--- src/rtl/arb_pkg.sv ---
// Constants and carrier types for the processor address bus arbiter.
// Assumes a single 250 MHz clock and an AHB-Lite register port.
package arb_pkg;
  localparam int NUM_EXT = 3;
  localparam logic [11:0] OFS_ARBITER_CONTROL = 12'h000;
  localparam logic [11:0] OFS_GLOBAL_CONTROL_STATUS = 12'h004;
  // Control field positions
  localparam int BIT_REQ_EN = 0;
  localparam int BIT_PARK_EN = 4;
  localparam int BIT_PARK_MODE = 5;
  localparam int BIT_DEFAULT_MASTER = 6;
  localparam int BIT_PIPELINE_WA = 8;
  localparam int BIT_BENIGN_RETRY = 9;
  localparam int BIT_ARBITER_PRESENT = 0;
  localparam logic [2:0] RST_REQ_EN = 3'h7;
  localparam logic RST_PARK_EN = 1'b0;
  localparam logic RST_PARK_MODE = 1'b0;
  localparam logic [1:0] RST_DEFAULT_MASTER = 2'h0;
  localparam logic RST_PIPELINE_WA = 1'b0;
  localparam logic RST_BENIGN_RETRY = 1'b1;
  // Hold-off after a benign retry
  localparam int HOLDOFF_NS = 40;
  localparam int CLK_PERIOD_NS = 4;
  localparam int HOLDOFF_CYCLES = (HOLDOFF_NS + CLK_PERIOD_NS - 1) / CLK_PERIOD_NS;

  typedef struct packed {
    logic [2:0] req_en;
    logic park_en;
    logic park_mode;
    logic [1:0] default_master;
    logic pipeline_workaround_enable;
    logic benign_retry_mode_enable;
  } arbiter_control_type;

  typedef struct packed {
    logic [2:0] req;
    logic int_req;
    logic addr_start;
    logic addr_ack;
    logic addr_retry;
    logic data_done;
  } bus_obs_type;
endpackage : arb_pkg

--- src/rtl/addr_bus_arbiter.sv ---
// Address bus arbiter for an internal master and three external masters.
// Assumes all bus observation inputs are synchronous to CLK_I.
//
// Implementation choices: the AHB-Lite register port and the register addresses.
`timescale 1ns/1ns
// Function
// - Arbiter enabled only if both ident straps sampled high at reset release.
// - Arbiter-present status bit mirrors enable; clear under external arbitration.
// - Only address bus granted; masters order data bus themselves.
// - Four participants: internal master plus three external request/grant pairs.
// - Internal master request always wins over external requests.
// - Round-robin among externals; last granted becomes lowest priority.
// - Ungranted external requester gains priority for next arbitration.
// - Each external request individually enabled; all enabled after reset.
// - Parking grants idle bus to last or default master per control bits.
// - Pipeline workaround keeps single-level pipelining for external grants; code withholds them while any data tenure is outstanding.
// - Pipeline workaround has own bit, disabled after reset.
// - Benign retry mode withholds external grants briefly after a benign retry.
// - Benign retry mode has own bit, enabled after reset.
module addr_bus_arbiter #(
  parameter int HOLDOFF = arb_pkg::HOLDOFF_CYCLES
) (
  input wire logic CLK_I,
  input wire logic RSTN_I,
  input wire logic [1:0] PROC_IDENT_STRAP_I,
  input wire logic INT_REQ_I,
  output logic INT_GNT_O,
  input wire logic [2:0] EXT_REQ_I,
  output logic [2:0] EXT_GNT_O,
  input wire logic ADDR_START_I,
  input wire logic ADDR_ACK_I,
  input wire logic ADDR_RETRY_I,
  input wire logic DATA_DONE_I,
  output logic ARBITER_ENABLED_O,
  input wire logic HSEL_I,
  input wire logic [31:0] HADDR_I,
  input wire logic [1:0] HTRANS_I,
  input wire logic HWRITE_I,
  input wire logic [2:0] HSIZE_I,
  input wire logic [31:0] HWDATA_I,
  input wire logic HREADY_I,
  output logic [31:0] HRDATA_O,
  output logic HREADYOUT_O,
  output logic HRESP_O
);
  typedef enum logic [1:0] {GNT_NONE, GNT_INT, GNT_EXT} gnt_state_type;

  logic strap_done, next_strap_done;
  logic arb_en, next_arb_en;
  arb_pkg::arbiter_control_type ctrl, next_ctrl;
  logic wr_pend, next_wr_pend;
  logic [11:0] wr_addr, next_wr_addr;
  logic [31:0] rdata, next_rdata;
  gnt_state_type state, next_state;
  logic [1:0] owner, next_owner;
  logic [1:0] last, next_last;
  logic [1:0] last_ext, next_last_ext;
  logic [1:0] pipe_depth, next_pipe_depth;
  logic [$clog2(HOLDOFF + 1) - 1:0] hold, next_hold;
  logic int_gnt, next_int_gnt;
  logic [2:0] ext_gnt, next_ext_gnt;
  logic [2:0] ext_live;
  logic [1:0] pick;
  logic pick_ok;
  logic ext_blocked;
  logic addr_phase;

  // Round-robin: search starts just after the last external granted
  function automatic logic [2:0] rr_pick(input logic [2:0] req, input logic [1:0] last_idx);
    logic [2:0] res;
    logic [1:0] idx;
    res = 3'h0;
    for (int k = 1; k <= arb_pkg::NUM_EXT; k++) begin
      idx = 2'((int'(last_idx) + k) % arb_pkg::NUM_EXT);
      if (req[idx] && res == 3'h0) begin
        res = {1'b1, idx};
      end
    end
    return res;
  endfunction : rr_pick

  function automatic logic [2:0] onehot3(input logic [1:0] idx);
    return 3'(3'h1 << idx);
  endfunction : onehot3

  // Strap capture and register port
  always_comb begin
    next_strap_done = 1'b1;
    next_arb_en = arb_en;
    if (!strap_done) begin
      next_arb_en = &PROC_IDENT_STRAP_I;
    end
    next_ctrl = ctrl;
    next_rdata = rdata;
    addr_phase = HSEL_I && HREADY_I && HTRANS_I[1];
    next_wr_pend = addr_phase && HWRITE_I;
    next_wr_addr = addr_phase ? HADDR_I[11:0] : wr_addr;
    if (wr_pend && wr_addr == arb_pkg::OFS_ARBITER_CONTROL) begin
      next_ctrl.req_en = HWDATA_I[arb_pkg::BIT_REQ_EN +: 3];
      next_ctrl.park_en = HWDATA_I[arb_pkg::BIT_PARK_EN];
      next_ctrl.park_mode = HWDATA_I[arb_pkg::BIT_PARK_MODE];
      next_ctrl.default_master = HWDATA_I[arb_pkg::BIT_DEFAULT_MASTER +: 2];
      next_ctrl.pipeline_workaround_enable = HWDATA_I[arb_pkg::BIT_PIPELINE_WA];
      next_ctrl.benign_retry_mode_enable = HWDATA_I[arb_pkg::BIT_BENIGN_RETRY];
    end
    if (addr_phase && !HWRITE_I) begin
      next_rdata = 32'h0;
      if (HADDR_I[11:0] == arb_pkg::OFS_ARBITER_CONTROL) begin
        next_rdata[arb_pkg::BIT_REQ_EN +: 3] = ctrl.req_en;
        next_rdata[arb_pkg::BIT_PARK_EN] = ctrl.park_en;
        next_rdata[arb_pkg::BIT_PARK_MODE] = ctrl.park_mode;
        next_rdata[arb_pkg::BIT_DEFAULT_MASTER +: 2] = ctrl.default_master;
        next_rdata[arb_pkg::BIT_PIPELINE_WA] = ctrl.pipeline_workaround_enable;
        next_rdata[arb_pkg::BIT_BENIGN_RETRY] = ctrl.benign_retry_mode_enable;
      end else if (HADDR_I[11:0] == arb_pkg::OFS_GLOBAL_CONTROL_STATUS) begin
        next_rdata[arb_pkg::BIT_ARBITER_PRESENT] = arb_en;
      end
    end
  end

  always_ff @(posedge CLK_I or negedge RSTN_I) begin
    if (!RSTN_I) begin
      strap_done <= 1'b0;
      arb_en <= 1'b0;
      ctrl <= '{req_en: arb_pkg::RST_REQ_EN, park_en: arb_pkg::RST_PARK_EN,
                park_mode: arb_pkg::RST_PARK_MODE, default_master: arb_pkg::RST_DEFAULT_MASTER,
                pipeline_workaround_enable: arb_pkg::RST_PIPELINE_WA,
                benign_retry_mode_enable: arb_pkg::RST_BENIGN_RETRY};
      wr_pend <= 1'b0;
      wr_addr <= 12'h000;
      rdata <= 32'h0;
    end else begin
      strap_done <= next_strap_done;
      arb_en <= next_arb_en;
      ctrl <= next_ctrl;
      wr_pend <= next_wr_pend;
      wr_addr <= next_wr_addr;
      rdata <= next_rdata;
    end
  end

  // Arbitration; owner code 0..2 external, 3 internal
  always_comb begin
    logic [2:0] rr;
    logic [1:0] park_to;
    park_to = ctrl.park_mode ? ctrl.default_master : last;
    ext_live = EXT_REQ_I & ctrl.req_en;
    rr = rr_pick(ext_live, last_ext);
    pick_ok = rr[2];
    pick = rr[1:0];
    next_state = state;
    next_owner = owner;
    next_last = last;
    next_last_ext = last_ext;
    next_pipe_depth = pipe_depth;
    next_hold = hold;
    // Tenure tracking: up to three data tenures may trail their address tenures
    if (ADDR_ACK_I && !ADDR_RETRY_I && !DATA_DONE_I && pipe_depth != 2'h3) begin
      next_pipe_depth = pipe_depth + 2'h1;
    end else if (DATA_DONE_I && !(ADDR_ACK_I && !ADDR_RETRY_I) && pipe_depth != 2'h0) begin
      next_pipe_depth = pipe_depth - 2'h1;
    end
    if (ctrl.benign_retry_mode_enable && ADDR_ACK_I && ADDR_RETRY_I) begin
      next_hold = ($bits(hold))'(HOLDOFF);
    end else if (hold != '0) begin
      next_hold = hold - 1'b1;
    end
    ext_blocked = (hold != '0) ||
                  (ctrl.pipeline_workaround_enable && pipe_depth != 2'h0);
    unique case (state)
      GNT_NONE: begin
        if (INT_REQ_I) begin
          next_state = GNT_INT;
          next_owner = 2'h3;
        end else if (pick_ok && !ext_blocked) begin
          next_state = GNT_EXT;
          next_owner = pick;
        end else if (ctrl.park_en) begin
          if (park_to == 2'h3) begin
            next_state = GNT_INT;
            next_owner = 2'h3;
          end else if (ctrl.req_en[park_to] && !ext_blocked) begin
            next_state = GNT_EXT;
            next_owner = park_to;
          end
        end
      end
      // Grant ends when the owner starts its address tenure, or earlier on preemption, request loss, disable or blocking; data order left to masters
      GNT_INT: begin
        // Parked grant moves when the park target is reprogrammed
        if (ADDR_START_I || (!INT_REQ_I && (ext_live != 3'h0 || !ctrl.park_en || park_to != 2'h3))) begin
          next_state = GNT_NONE;
          next_last = 2'h3;
        end
      end
      GNT_EXT: begin
        if (ADDR_START_I || INT_REQ_I || !ctrl.req_en[owner] || ext_blocked ||
            (!EXT_REQ_I[owner] && (ext_live != 3'h0 || !ctrl.park_en || park_to != owner))) begin
          next_state = GNT_NONE;
          if (ADDR_START_I) begin
            next_last = owner;
            next_last_ext = owner;
          end
        end
      end
    endcase
    if (!arb_en) begin
      next_state = GNT_NONE;
    end
    next_int_gnt = next_state == GNT_INT;
    next_ext_gnt = (next_state == GNT_EXT) ? onehot3(next_owner) : 3'h0;
  end

  always_ff @(posedge CLK_I or negedge RSTN_I) begin
    if (!RSTN_I) begin
      state <= GNT_NONE;
      owner <= 2'h3;
      last <= 2'h3;
      last_ext <= 2'h2;
      pipe_depth <= 2'h0;
      hold <= '0;
      int_gnt <= 1'b0;
      ext_gnt <= 3'h0;
    end else begin
      state <= next_state;
      owner <= next_owner;
      last <= next_last;
      last_ext <= next_last_ext;
      pipe_depth <= next_pipe_depth;
      hold <= next_hold;
      int_gnt <= next_int_gnt;
      ext_gnt <= next_ext_gnt;
    end
  end

  assign INT_GNT_O = int_gnt;
  assign EXT_GNT_O = ext_gnt;
  assign ARBITER_ENABLED_O = arb_en;
  assign HRDATA_O = rdata;
  assign HREADYOUT_O = 1'b1;
  assign HRESP_O = 1'b0;
endmodule : addr_bus_arbiter

--- config.mk ---
export PLATFORM = sky130hd
export DESIGN_NAME = addr_bus_arbiter
export DESIGN_NICKNAME = d
export VERILOG_FILES = /design/src/rtl/arb_pkg.sv /design/src/rtl/addr_bus_arbiter.sv
export SDC_FILE = /design/constraint.sdc
export NUM_CORES = 1
export LEC_CHECK = 0
export BUFFER_PORTS_ARGS = -buffer_cell sky130_fd_sc_hd__buf_2
export CAP_MARGIN = 30
export CORE_UTILIZATION = 30
export CTS_BUF_LIST = sky130_fd_sc_hd__clkbuf_16
export CTS_CLUSTER_DIAMETER = 50
export DETAILED_ROUTE_END_ITERATION = 8
export PLACE_DENSITY = 0.62
export SYNTH_ARGS = -nofsm -noshare
export SYNTH_HDL_FRONTEND = slang
export SYNTH_SLANG_ARGS = --single-unit
--- constraint.sdc ---
create_clock -name CLK_I -period 5.1 [get_ports CLK_I]
set_input_delay 1.53 -clock CLK_I [delete_from_list [all_inputs] [get_ports CLK_I]]
set_output_delay 1.53 -clock CLK_I [all_outputs]
set_load 0.1 [all_outputs]
Yosys cells after proc, flatten, opt, wreduce, memory -nomap -nowiden
Cells that the tools add are included.
Widths: inputs -> output; s select.
{"block": "totals", "ff_bits": 51, "latch_bits": 0, "mem_bits_rw": 0, "rom_bits": 0, "inputBits": 84, "output_inout_bits": 39, "word_cells": 142, "memories": 0}
{"block": "op_classes", "addsub": 6, "n_mul": 0, "div_mod_pow": 3, "magnitude_cmp": 5, "n_eq_ne": 12, "n_shift": 1, "n_mux": 44, "bitwise": 1, "reduce_logical": 51}
{"op": "$mod 32x3->32 const B", "n": 3}
{"op": "$mux 2", "n": 21}
{"op": "$logic_not 12->1", "n": 2}
{"op": "$logic_and 1x1->1", "n": 19}
{"op": "$lt 2x3->1 const B", "n": 5}
{"op": "$bmux 1 s2", "n": 6}
{"op": "$eq 12x3->1 const B", "n": 1}
{"op": "$mux 3", "n": 4}
{"op": "$ne 2x2->1 const B", "n": 5}
{"op": "$logic_not 1->1", "n": 9}
{"op": "$logic_or 1x1->1", "n": 9}
{"op": "$mux 1", "n": 8}
{"op": "$mux 4", "n": 2}
{"op": "$reduce_bool 2->1", "n": 4}
{"op": "$add 2x2->3 const B", "n": 2}
{"op": "$eq 2x2->1 const B", "n": 3}
{"op": "$logic_not 3->1", "n": 2}
{"op": "$mux 6", "n": 1}
{"op": "$pmux 2 s3", "n": 1}
{"op": "$eq 2x1->1 const B", "n": 2}
{"op": "$pmux 2 s2", "n": 1}
{"op": "$reduce_and 4->1", "n": 1}
{"op": "$reduce_bool 4->1", "n": 1}
{"op": "$sub 4x1->4 const B", "n": 1}
{"op": "other kinds (10)", "n": 10}

Logic depth before layout (Yosys ltp)
Gate-level depths: netlist of the first run.
{"block": "logic_depth", "depth_word": 18, "mapped_depth": 8, "mapped_depth_nobuf": 8}

Worst setup path after synthesis of the first run
OpenSTA, ideal clock, no wires.
{"block": "synth_timing", "kind": "input to register", "start": "input port EXT_REQ_I[1]", "end": "register ext_gnt[2], in the netlist EXT_GNT_O[2]", "setup_time_ns": 0.105, "t_arrival_ns": 2.764, "required_ns": 4.995, "setup_slack_ns": 2.231, "cell_stages": 6, "path_buffers": 0, "path_cell_list": "a22oi_4 and2_1 a41oi_1 o32a_1 o21ba_1 nor4b_1"}
{"block": "synth_via", "elab_chain_cells": 17, "word_cells_on_any_way": 38, "classes_between": "eq/ne: 1; shift: 1; mux: 21; bitwise: 1; reduce/logical: 14"}
{"item": "start: declaration", "line": "addr_bus_arbiter.sv:28", "rtl": "input wire logic [2:0] EXT_REQ_I,"}
{"item": "$and 3x3->3", "line": "addr_bus_arbiter.sv:147", "rtl": "ext_live = EXT_REQ_I & ctrl.req_en;"}
{"item": "$bmux 1 s2", "line": "addr_bus_arbiter.sv:75", "rtl": "if (req[idx] && res == 3'h0) begin"}
{"item": "$mux 1 (implied by the code)", "line": "addr_bus_arbiter.sv:75"}
{"item": "$mux 3", "line": "addr_bus_arbiter.sv:75"}
{"item": "$logic_not 3->1", "line": "addr_bus_arbiter.sv:75"}
{"item": "$logic_and 1x1->1", "line": "addr_bus_arbiter.sv:75"}
{"item": "$mux 3", "line": "addr_bus_arbiter.sv:75"}
{"item": "$logic_not 3->1", "line": "addr_bus_arbiter.sv:75"}
{"item": "[2 not listed]"}
{"item": "$logic_and 1x1->1", "line": "addr_bus_arbiter.sv:175", "rtl": "end else if (pick_ok && !ext_blocked) begin"}
{"item": "$mux 2", "line": "addr_bus_arbiter.sv:175"}
{"item": "$mux 2", "line": "addr_bus_arbiter.sv:172", "rtl": "if (INT_REQ_I) begin"}
{"item": "$pmux 2 s3", "line": "addr_bus_arbiter.sv:170", "rtl": "unique case (state)"}
{"item": "$mux 2", "line": "addr_bus_arbiter.sv:207", "rtl": "if (!arb_en) begin"}
{"item": "$eq 2x2->1", "line": "addr_bus_arbiter.sv:211", "rtl": "next_ext_gnt = (next_state == GNT_EXT) ? onehot3(next_owner) : 3'h0;"}
{"item": "$mux 3 (*)", "line": "addr_bus_arbiter.sv:211"}
{"item": "via next_ext_gnt[2]", "line": "addr_bus_arbiter.sv:61", "rtl": "logic [2:0] ext_gnt, next_ext_gnt;"}
{"item": "end signal: assignment", "line": "addr_bus_arbiter.sv:232", "rtl": "ext_gnt <= next_ext_gnt;"}
{"item": "end: declaration", "line": "addr_bus_arbiter.sv:61"}
The timed path passes the listed nets; every way through them passes the cells marked *. The select of a mux whose other input is x is not followed.
A chain may end at the register's enable or synchronous reset.

Worst setup path after layout of the first run
{"block": "layout_timing", "start": "input port HTRANS_I[1]", "end": "register rdata[1], in the netlist HRDATA_O[1]"}
{"block": "layout_via", "elab_chain_cells": 2}
{"item": "start: declaration", "line": "addr_bus_arbiter.sv:37", "rtl": "input wire logic [1:0] HTRANS_I,"}
{"item": "$logic_and 1x1->1", "line": "addr_bus_arbiter.sv:95", "rtl": "addr_phase = HSEL_I && HREADY_I && HTRANS_I[1];"}
{"item": "$logic_and 1x1->1", "line": "addr_bus_arbiter.sv:106", "rtl": "if (addr_phase && !HWRITE_I) begin"}
{"item": "end signal: assignment", "line": "addr_bus_arbiter.sv:138", "rtl": "rdata <= next_rdata;"}
{"item": "end: declaration", "line": "addr_bus_arbiter.sv:53", "rtl": "logic [31:0] rdata, next_rdata;"}
Every way passes these cells.

==> results by group, run 1 <==
Cells and area
  • FF+latch area: 1287 sq um
  • Final #Nets: 397
  • Multi-input gate area: 1326 sq um
  • Fillers: 921
  • Final core utilization: 0.3508
  • Share of layout cells above drive strength 1: 0.3290
  • Area Growth Syn to Fin: 13.74%
  • Most frequent cells in the layout: buf_2, dfrtp_1, conb_1
  • Leading cell type in the layout, fill and taps excluded: buf_2
  • Ant diodes: 0
  • Final Cell Area: 3242 sq um

Clock network
  • Post-CTS Hold Buffers: 0
  • H-tree depth: 2
  • Setup Buffers After CTS: 0
  • Clk buf depth: 2
  • Clock transition at path regs: 70 ps
  • Clock root cell: clkbuf_16
  • CTS Sinks: 51
  • Post-CTS sizing: 0
  • Worst-Skew Late Latency: 290 ps
  • TritonCTS buffer count: 5
  • CTS tree: yes

Timing
  • Final hold violations: 0
  • Hold slack final: 465.8 ps
  • Max-slew headroom: 0.5787
  • RSZ-0062 raised after global routing: false
  • Final count of negative-setup-slack endpoints: 0
  • Fin crit period: 3334 ps
  • Worst Skew: 11.12 ps
  • Fmax: 299.9 MHz
  • Pins Over Slew Limit: 0
  • Worst-margin pin slew: 630.1 ps
  • Setup TNS: 0 ps
  • Tcrit/Tclk final: 0.6537

Floorplanning
  • Die height: 99.47 um
  • DIE AREA: 9894 sq um
  • Chip width: 99.47 um
  • Initial Utilization: 0.3085
  • IO Count: 123
  • Core area: 9240 sq um
  • Row count: 35

Worst setup path
  • Worst setup EP type: flip-flop
  • Worst-path cell chain: buf_2, nand3_1, nand2b_1, nand4b_1, nor2_1, a22o_2
  • Max incr delay on CP: 520 ps
  • Startpoint types: primary input
  • Worst-path fanout max: 14
  • WP data required: 5330 ps
  • Setup Crit Path Kind: primary input to flip-flop
  • Slowest cell on crit path: nand2b_1
  • Worst EP arrival: 3560 ps

Drt
  • Via count: 2,002
  • Post-route ant nets: 0
  • Post-route DRC: 0
  • Pre-antenna DRT Iters: 4
  • WL/cell: 13.06 um
  • Avg Vias per Cell: 4.592
  • Drt total wl: 5.695 mm
  • Starting DRT DRC Count: 81

Logic synthesis
  • Syn Area/Cell: 11.09 sq um
  • Register area share after synthesis: 0.4517
  • Yosys top cell area share: 0.3687
  • Post-synth cell types: 55
  • Mapped cell area: 2850 sq um
  • Fraction of registers with async set/reset: 1.000
  • Cell taking the most area after synthesis: dfrtp_1
  • Top cells by area, synth: dfrtp_1, mux2_2, dfstp_2, buf_4, ha_1
  • Post-synthesis cell count: 257
  • Yosys reg bits: 51
  • Synth warnings: 0
  • Post-synth EDFFs: 0
  • Top_reg_cell synth: dfrtp_1

Place
  • Number of port buffers: 50
  • GP Congestion: 0.8209
  • Post-DP HPWL: 4.297 mm
  • Placed cell areas: 3089 sq um

Power
  • Worst vdd ir: 0.1424 mV
  • LEAKAGE: 0.001533 uW
  • PwrDens: 370.2 nW/um^2

Run
  • MaxCap Viol Count: 0

GRT
  • Pin count of the biggest net entering global routing: 52
  • Congestion Overflow GR: 0
  • Initial antenna violation count: 0
  • Global-route wire length before repair: 9.770 mm
  • Vias in the first global route: 1,973
  • Overall Global Routing Usage: 0.1250

Hold path
  • Hold Crit Class: flip-flop to flip-flop

Outcome
  • Status: finished clean
## sequential cells by signal, indices dropped and copies added, names as in the netlist, 2 cells and up
| name | count |
|---|---|
| EXT_GNT_O | 3 |
| HRDATA_O | 9 |
| ctrl | 9 |
| hold | 4 |
| last | 2 |
| last_ext | 2 |
| owner | 2 |
| pipe_depth | 2 |
| state | 2 |
| wr_addr | 12 |
## report_power, final
group          switching (uW)  total [uW]  internal (uW)  leakage (uW)
clock network             161         348            187     0.0000719
logic                     212         338            126      0.000833
registers                51.1         514            463      0.000628
total                     424        1200            776       0.00153
## path summary, 6_finish.rpt
kind                       slack (ps)  cells after the start                 to   startpoint
hold reg to reg                   470                      1  ARBITER_ENABLED_O   strap_done
hold / removal                    470                      1  ARBITER_ENABLED_O   strap_done
min in group asynchronous        1330                      2        wr_addr[11]       RSTN_I
max in group asynchronous        3340                      2        last_ext[0]       RSTN_I
setup reg to reg                 2860                      7       EXT_GNT_O[2]  last_ext[1]
setup / recovery                 1770                      6        HRDATA_O[1]  HTRANS_I[1]
## layout make-up
| type | instances | share of cell area |
|---|---|---|
| Tap cell | 129 | 0.04979 |
| Clock buffer | 5 | 0.03860 |
| Timing Repair Buffer | 51 | 0.07951 |
| Clock inverter | 3 | 0.008491 |
| Inverter | 15 | 0.01737 |
| Sequential cell | 51 | 0.3971 |
| Multi-Input combinational cell | 182 | 0.4091 |
## layer usage
layer | routed length (um) | GRT usage | up-vias
li1 | - | - | 972
met1 | 2595 | 0.1565 | 972
met2 | 2779 | 0.2142 | 50
met3 | 231 | 0.02952 | 8
met4 | 89 | 0.03733 | 0
met5 | 0 | 0 | -
## stage by stage
stage / instances / setup WS, ps / power [uW]
3_5_place_dp: 428 / 1474 / 857.9
2_1_floorplan: 281 / 2231 / 807.9
5_1_grt: 436 / 1585 / 1259
6_report: 436 / 1766 / 1200
3_3_place_gp: 428 / 1496 / 843.6
4_1_cts: 436 / 1771 / 1205
## critical path, delay by kind of cell
| kind | cells | cell delay, ps |
|---|---|---|
| compound gates | 1 | 230 |
| buf+inv | 1 | 70 |
| simple gates | 4 | 1730 |
## cells by family (layout without fill, tap and decap cells)
family                   Yosys count  count (layout)  synth area share
buffers and inverters             48              74            0.1146
AND/OR/NAND/NOR                   66              66            0.1295
XOR/XNOR                           3               3          0.009220
flip-flops                        51              51            0.4517
multiplexers                      31              31            0.1225
adder cells (fa/ha/maj)            8               8           0.03424
other                              2              26          0.002635
AO/OA/AOI/OAI                     48              48            0.1356
## synthesized netlist by cell type, types with 4 or more instances
master / count
a31oi_1: 4
nor4_1: 4
nor2_1: 10
buf_4: 25
a22o_1: 8
nand4_1: 6
dfrtp_1: 42
nand2_1: 15
mux2i_1: 6
ha_1: 7
o21ai_0: 9
nand3_1: 5
nand2b_1: 4
inv_1: 15
mux2_2: 23
nor3_1: 5
and2_1: 4
dfstp_2: 9
(Power assumes the default switching activity.)
==> run 2, diff against run 1 <==
- ABC_AREA: not set -> 1
- PLACE_DENSITY: 0.62 -> 0.61
- clock period: 5.1 -> 3.2 ns (I/O delays scaled with it)
==> run 2 against run 1 <==
  * Worst hold slack lost 10 ps
  * Via count grew 24%
  * Setup slack lost 740 ps
  * Power grew 53%
  * Count of clock-buffer cells in the layout is the same
  * Critical path depth shrank 5
  * Synthesized cell count grew 46%
==> results by group, run 2 <==
Clock network
  • Post-CTS Hold Buffers: 0 (unchanged)
  • Setup Buffers After CTS: 0 (unchanged)
  • Clock transition at path regs: 60 ps (about the same)
  • Clk buf depth: 2 (unchanged)
  • CTS Sinks: 51 (unchanged)
  • H-tree depth: 2 (unchanged)
  • TritonCTS buffer count: 5 (unchanged)
  • Worst-Skew Late Latency: 290 ps (about the same)
  • CTS tree: yes
  • Clock root cell: clkbuf_16
  • Post-CTS sizing: 0 (unchanged)

Cells and area
  • Final #Nets: 520 (+31%)
  • Ant diodes: 0 (unchanged)
  • Fillers: 1,076 (+17%)
  • Reg with most FFs: wr_addr
  • Most frequent cells in the layout: nand2_1, inv_1, buf_2
  • Area Growth Syn to Fin: 15.28%
  • Share of layout cells above drive strength 1: 0.2558 (-0.07318)
  • Max reg flops: 12 (unchanged)
  • Leading cell type in the layout, fill and taps excluded: nand2_1

Logic synthesis
  • Post-synthesis cell count: 375 (+46%)
  • Top cells by area, synth: dfrtp_1, nand2_1, dfstp_2, buf_4, inv_1
  • Post-synth cell types: 35 (-36%)
  • Top_reg_cell synth: dfrtp_1
  • Post-synth EDFFs: 0 (unchanged)
  • Register area share after synthesis: 0.4271 (-0.02456)
  • Syn Area/Cell: 8.038 sq um (-28%)
  • Yosys top cell area share: 0.3487 (-0.02005)
  • Fraction of registers with async set/reset: 1.000 (unchanged)
  • Cell taking the most area after synthesis: dfrtp_1
  • Synth warnings: 0 (unchanged)
  • Synth top cells by count: nand2_1, inv_1, dfrtp_1
  • Mapped cell area: 3014 sq um (+5.8%)
  • Top-count cell post-synth: nand2_1
  • Yosys reg bits: 51 (unchanged)

Hold path
  • Hold path start: strap_done
  • Hold Crit Class: flip-flop to flip-flop

Power
  • Worst vdd ir: 0.2755 mV (+94%)
  • LEAKAGE: 0.001942 uW (+27%)
  • Power, Total: 1839 uW (+53%)
  • PwrDens: 529.4 nW/um^2 (+43%)

Drt
  • Starting DRT DRC Count: 117 (+44%)
  • Post-route ant nets: 0 (unchanged)
  • Drt total wl: 6.367 mm (+12%)
  • WL/cell: 11.31 um (-13%)
  • Pre-antenna DRT Iters: 4 (unchanged)
  • Via count: 2,485 (+24%)
  • Avg Vias per Cell: 4.414 (-3.9%)
  • Post-route DRC: 0 (unchanged)

Timing
  • Fmax: 460.0 MHz
  • Final count of negative-setup-slack endpoints: 0 (unchanged)
  • RSZ-0062 raised after global routing: false
  • Fin crit period: 2174 ps
  • Worst-margin pin slew: 489.2 ps (-140.9 ps)
  • Setup TNS: 0 ps (unchanged)
  • Pins Over Slew Limit: 0 (unchanged)
  • Tcrit/Tclk final: 0.6794
  • Worst Skew: 6.375 ps (-4.743 ps)
  • Max-slew headroom: 0.6708 (+0.09208)
  • Final hold violations: 0 (unchanged)

GRT
  • Pin count of the biggest net entering global routing: 31 (-40%)
  • Congestion Overflow GR: 0 (unchanged)
  • Initial antenna violation count: 0 (unchanged)
  • Global-route wire length before repair: 10.90 mm (+12%)
  • Vias in the first global route: 2,393 (+21%)
  • Overall Global Routing Usage: 0.1331 (+0.008081)

Outcome
  • Status: finished clean

Worst setup path
  • Worst flop-to-flop path startpoint: last_ext[1]
  • Worst-path cell chain: buf_2
  • Worst EP arrival: 1210 ps (-2350 ps)
  • Startpoint types: flip-flop
  • Buf/Inv on CP: 1 (unchanged)
  • Worst-path fanout max: 5 (-9)
  • CP startpoint: ARBITER_ENABLED_O
  • CP delay by family, top: buffers and inverters
  • Setup Crit Path Kind: flip-flop to primary output
  • Worst setup EP type: primary output
  • WP data required: 2240 ps (-3090 ps)
  • Max incr delay on CP: 470 ps (-50 ps)
  • Slowest cell on crit path: buf_2

Place
  • Post-DP HPWL: 5.109 mm (+19%)
  • Number of port buffers: 50 (unchanged)
  • GP Congestion: 0.8782 (+7.0%)

Floorplanning
  • Core area: 9774 sq um (+5.8%)
  • IO Count: 123 (unchanged)
  • DIE AREA: 10,450 sq um (+5.6%)
  • Initial Utilization: 0.3084 (about the same)
  • Die height: 102.2 um (+2.8%)
  • Row count: 36 (+2.9%)
  • Chip width: 102.2 um (+2.8%)

Run
  • MaxCap Viol Count: 0 (unchanged)
-- run 2: per-layer routing --
metal | part of all wire | global-route usage | wire length [um]
met4 | 0.023 | 0.05604 | 149
met5 | 0 | 0 | 0
met1 | 0.45 | 0.1717 | 2880
met3 | 0.039 | 0.01847 | 248
met2 | 0.49 | 0.2235 | 3088
-- run 2: cell families (layout without fill, tap and decap cells) --
kind of cell,after synthesis,in the layout,synth area share
simple gates,162,162,0.2644
buf+inv,86,117,0.1407
compound gates,61,61,0.1154
flops,51,51,0.4271
fa+ha+maj,7,7,0.02906
mux,4,4,0.01494
other cells,2,26,0.002492
xor+xnor,2,2,0.005813
-- run 2: through the flow --
stage	cell area (sq um)	std cells	hold WS (ps)	utilization	worst slack, ps
2_1_floorplan	3104	399	435.4	-	1207
3_3_place_gp	3329	555	443.2	0.3406	872.7
3_5_place_dp	3329	555	454.2	0.3406	912.6
4_1_cts	3475	563	462.9	0.3555	983.8
5_1_grt	3475	563	492.8	0.3555	959.3
6_report	3475	563	455.7	0.3555	1026
-- run 2: worst paths after layout --
path	to	slack, ps	depth (start not counted)
worst max register to register	EXT_GNT_O[2]	1150	14
max in group asynchronous	last[0]	1970	2
min in group asynchronous	HRDATA_O[9]	580	1
worst max-delay path	ARBITER_ENABLED_O	1030	1
worst min register to register	ARBITER_ENABLED_O	460	1
worst min-delay path	ARBITER_ENABLED_O	460	1
-- run 2: power breakdown --
part | total (uW) | internal [uW] | switching [uW]
logic | 523 | 148 | 375
registers | 796 | 728 | 68.1
clock network | 521 | 290 | 231
-- run 2: area by class of cell --
type	instances	area, sq um	share of cell area
clock buffer	5	125.1	0.03601
clock inverter	3	20.02	0.005762
inverter	56	210.2	0.06050
multi-input combinational	262	1393	0.4008
sequential	51	1287	0.3705
tap	133	166.4	0.04789
timing repair buffer	53	272.8	0.07850
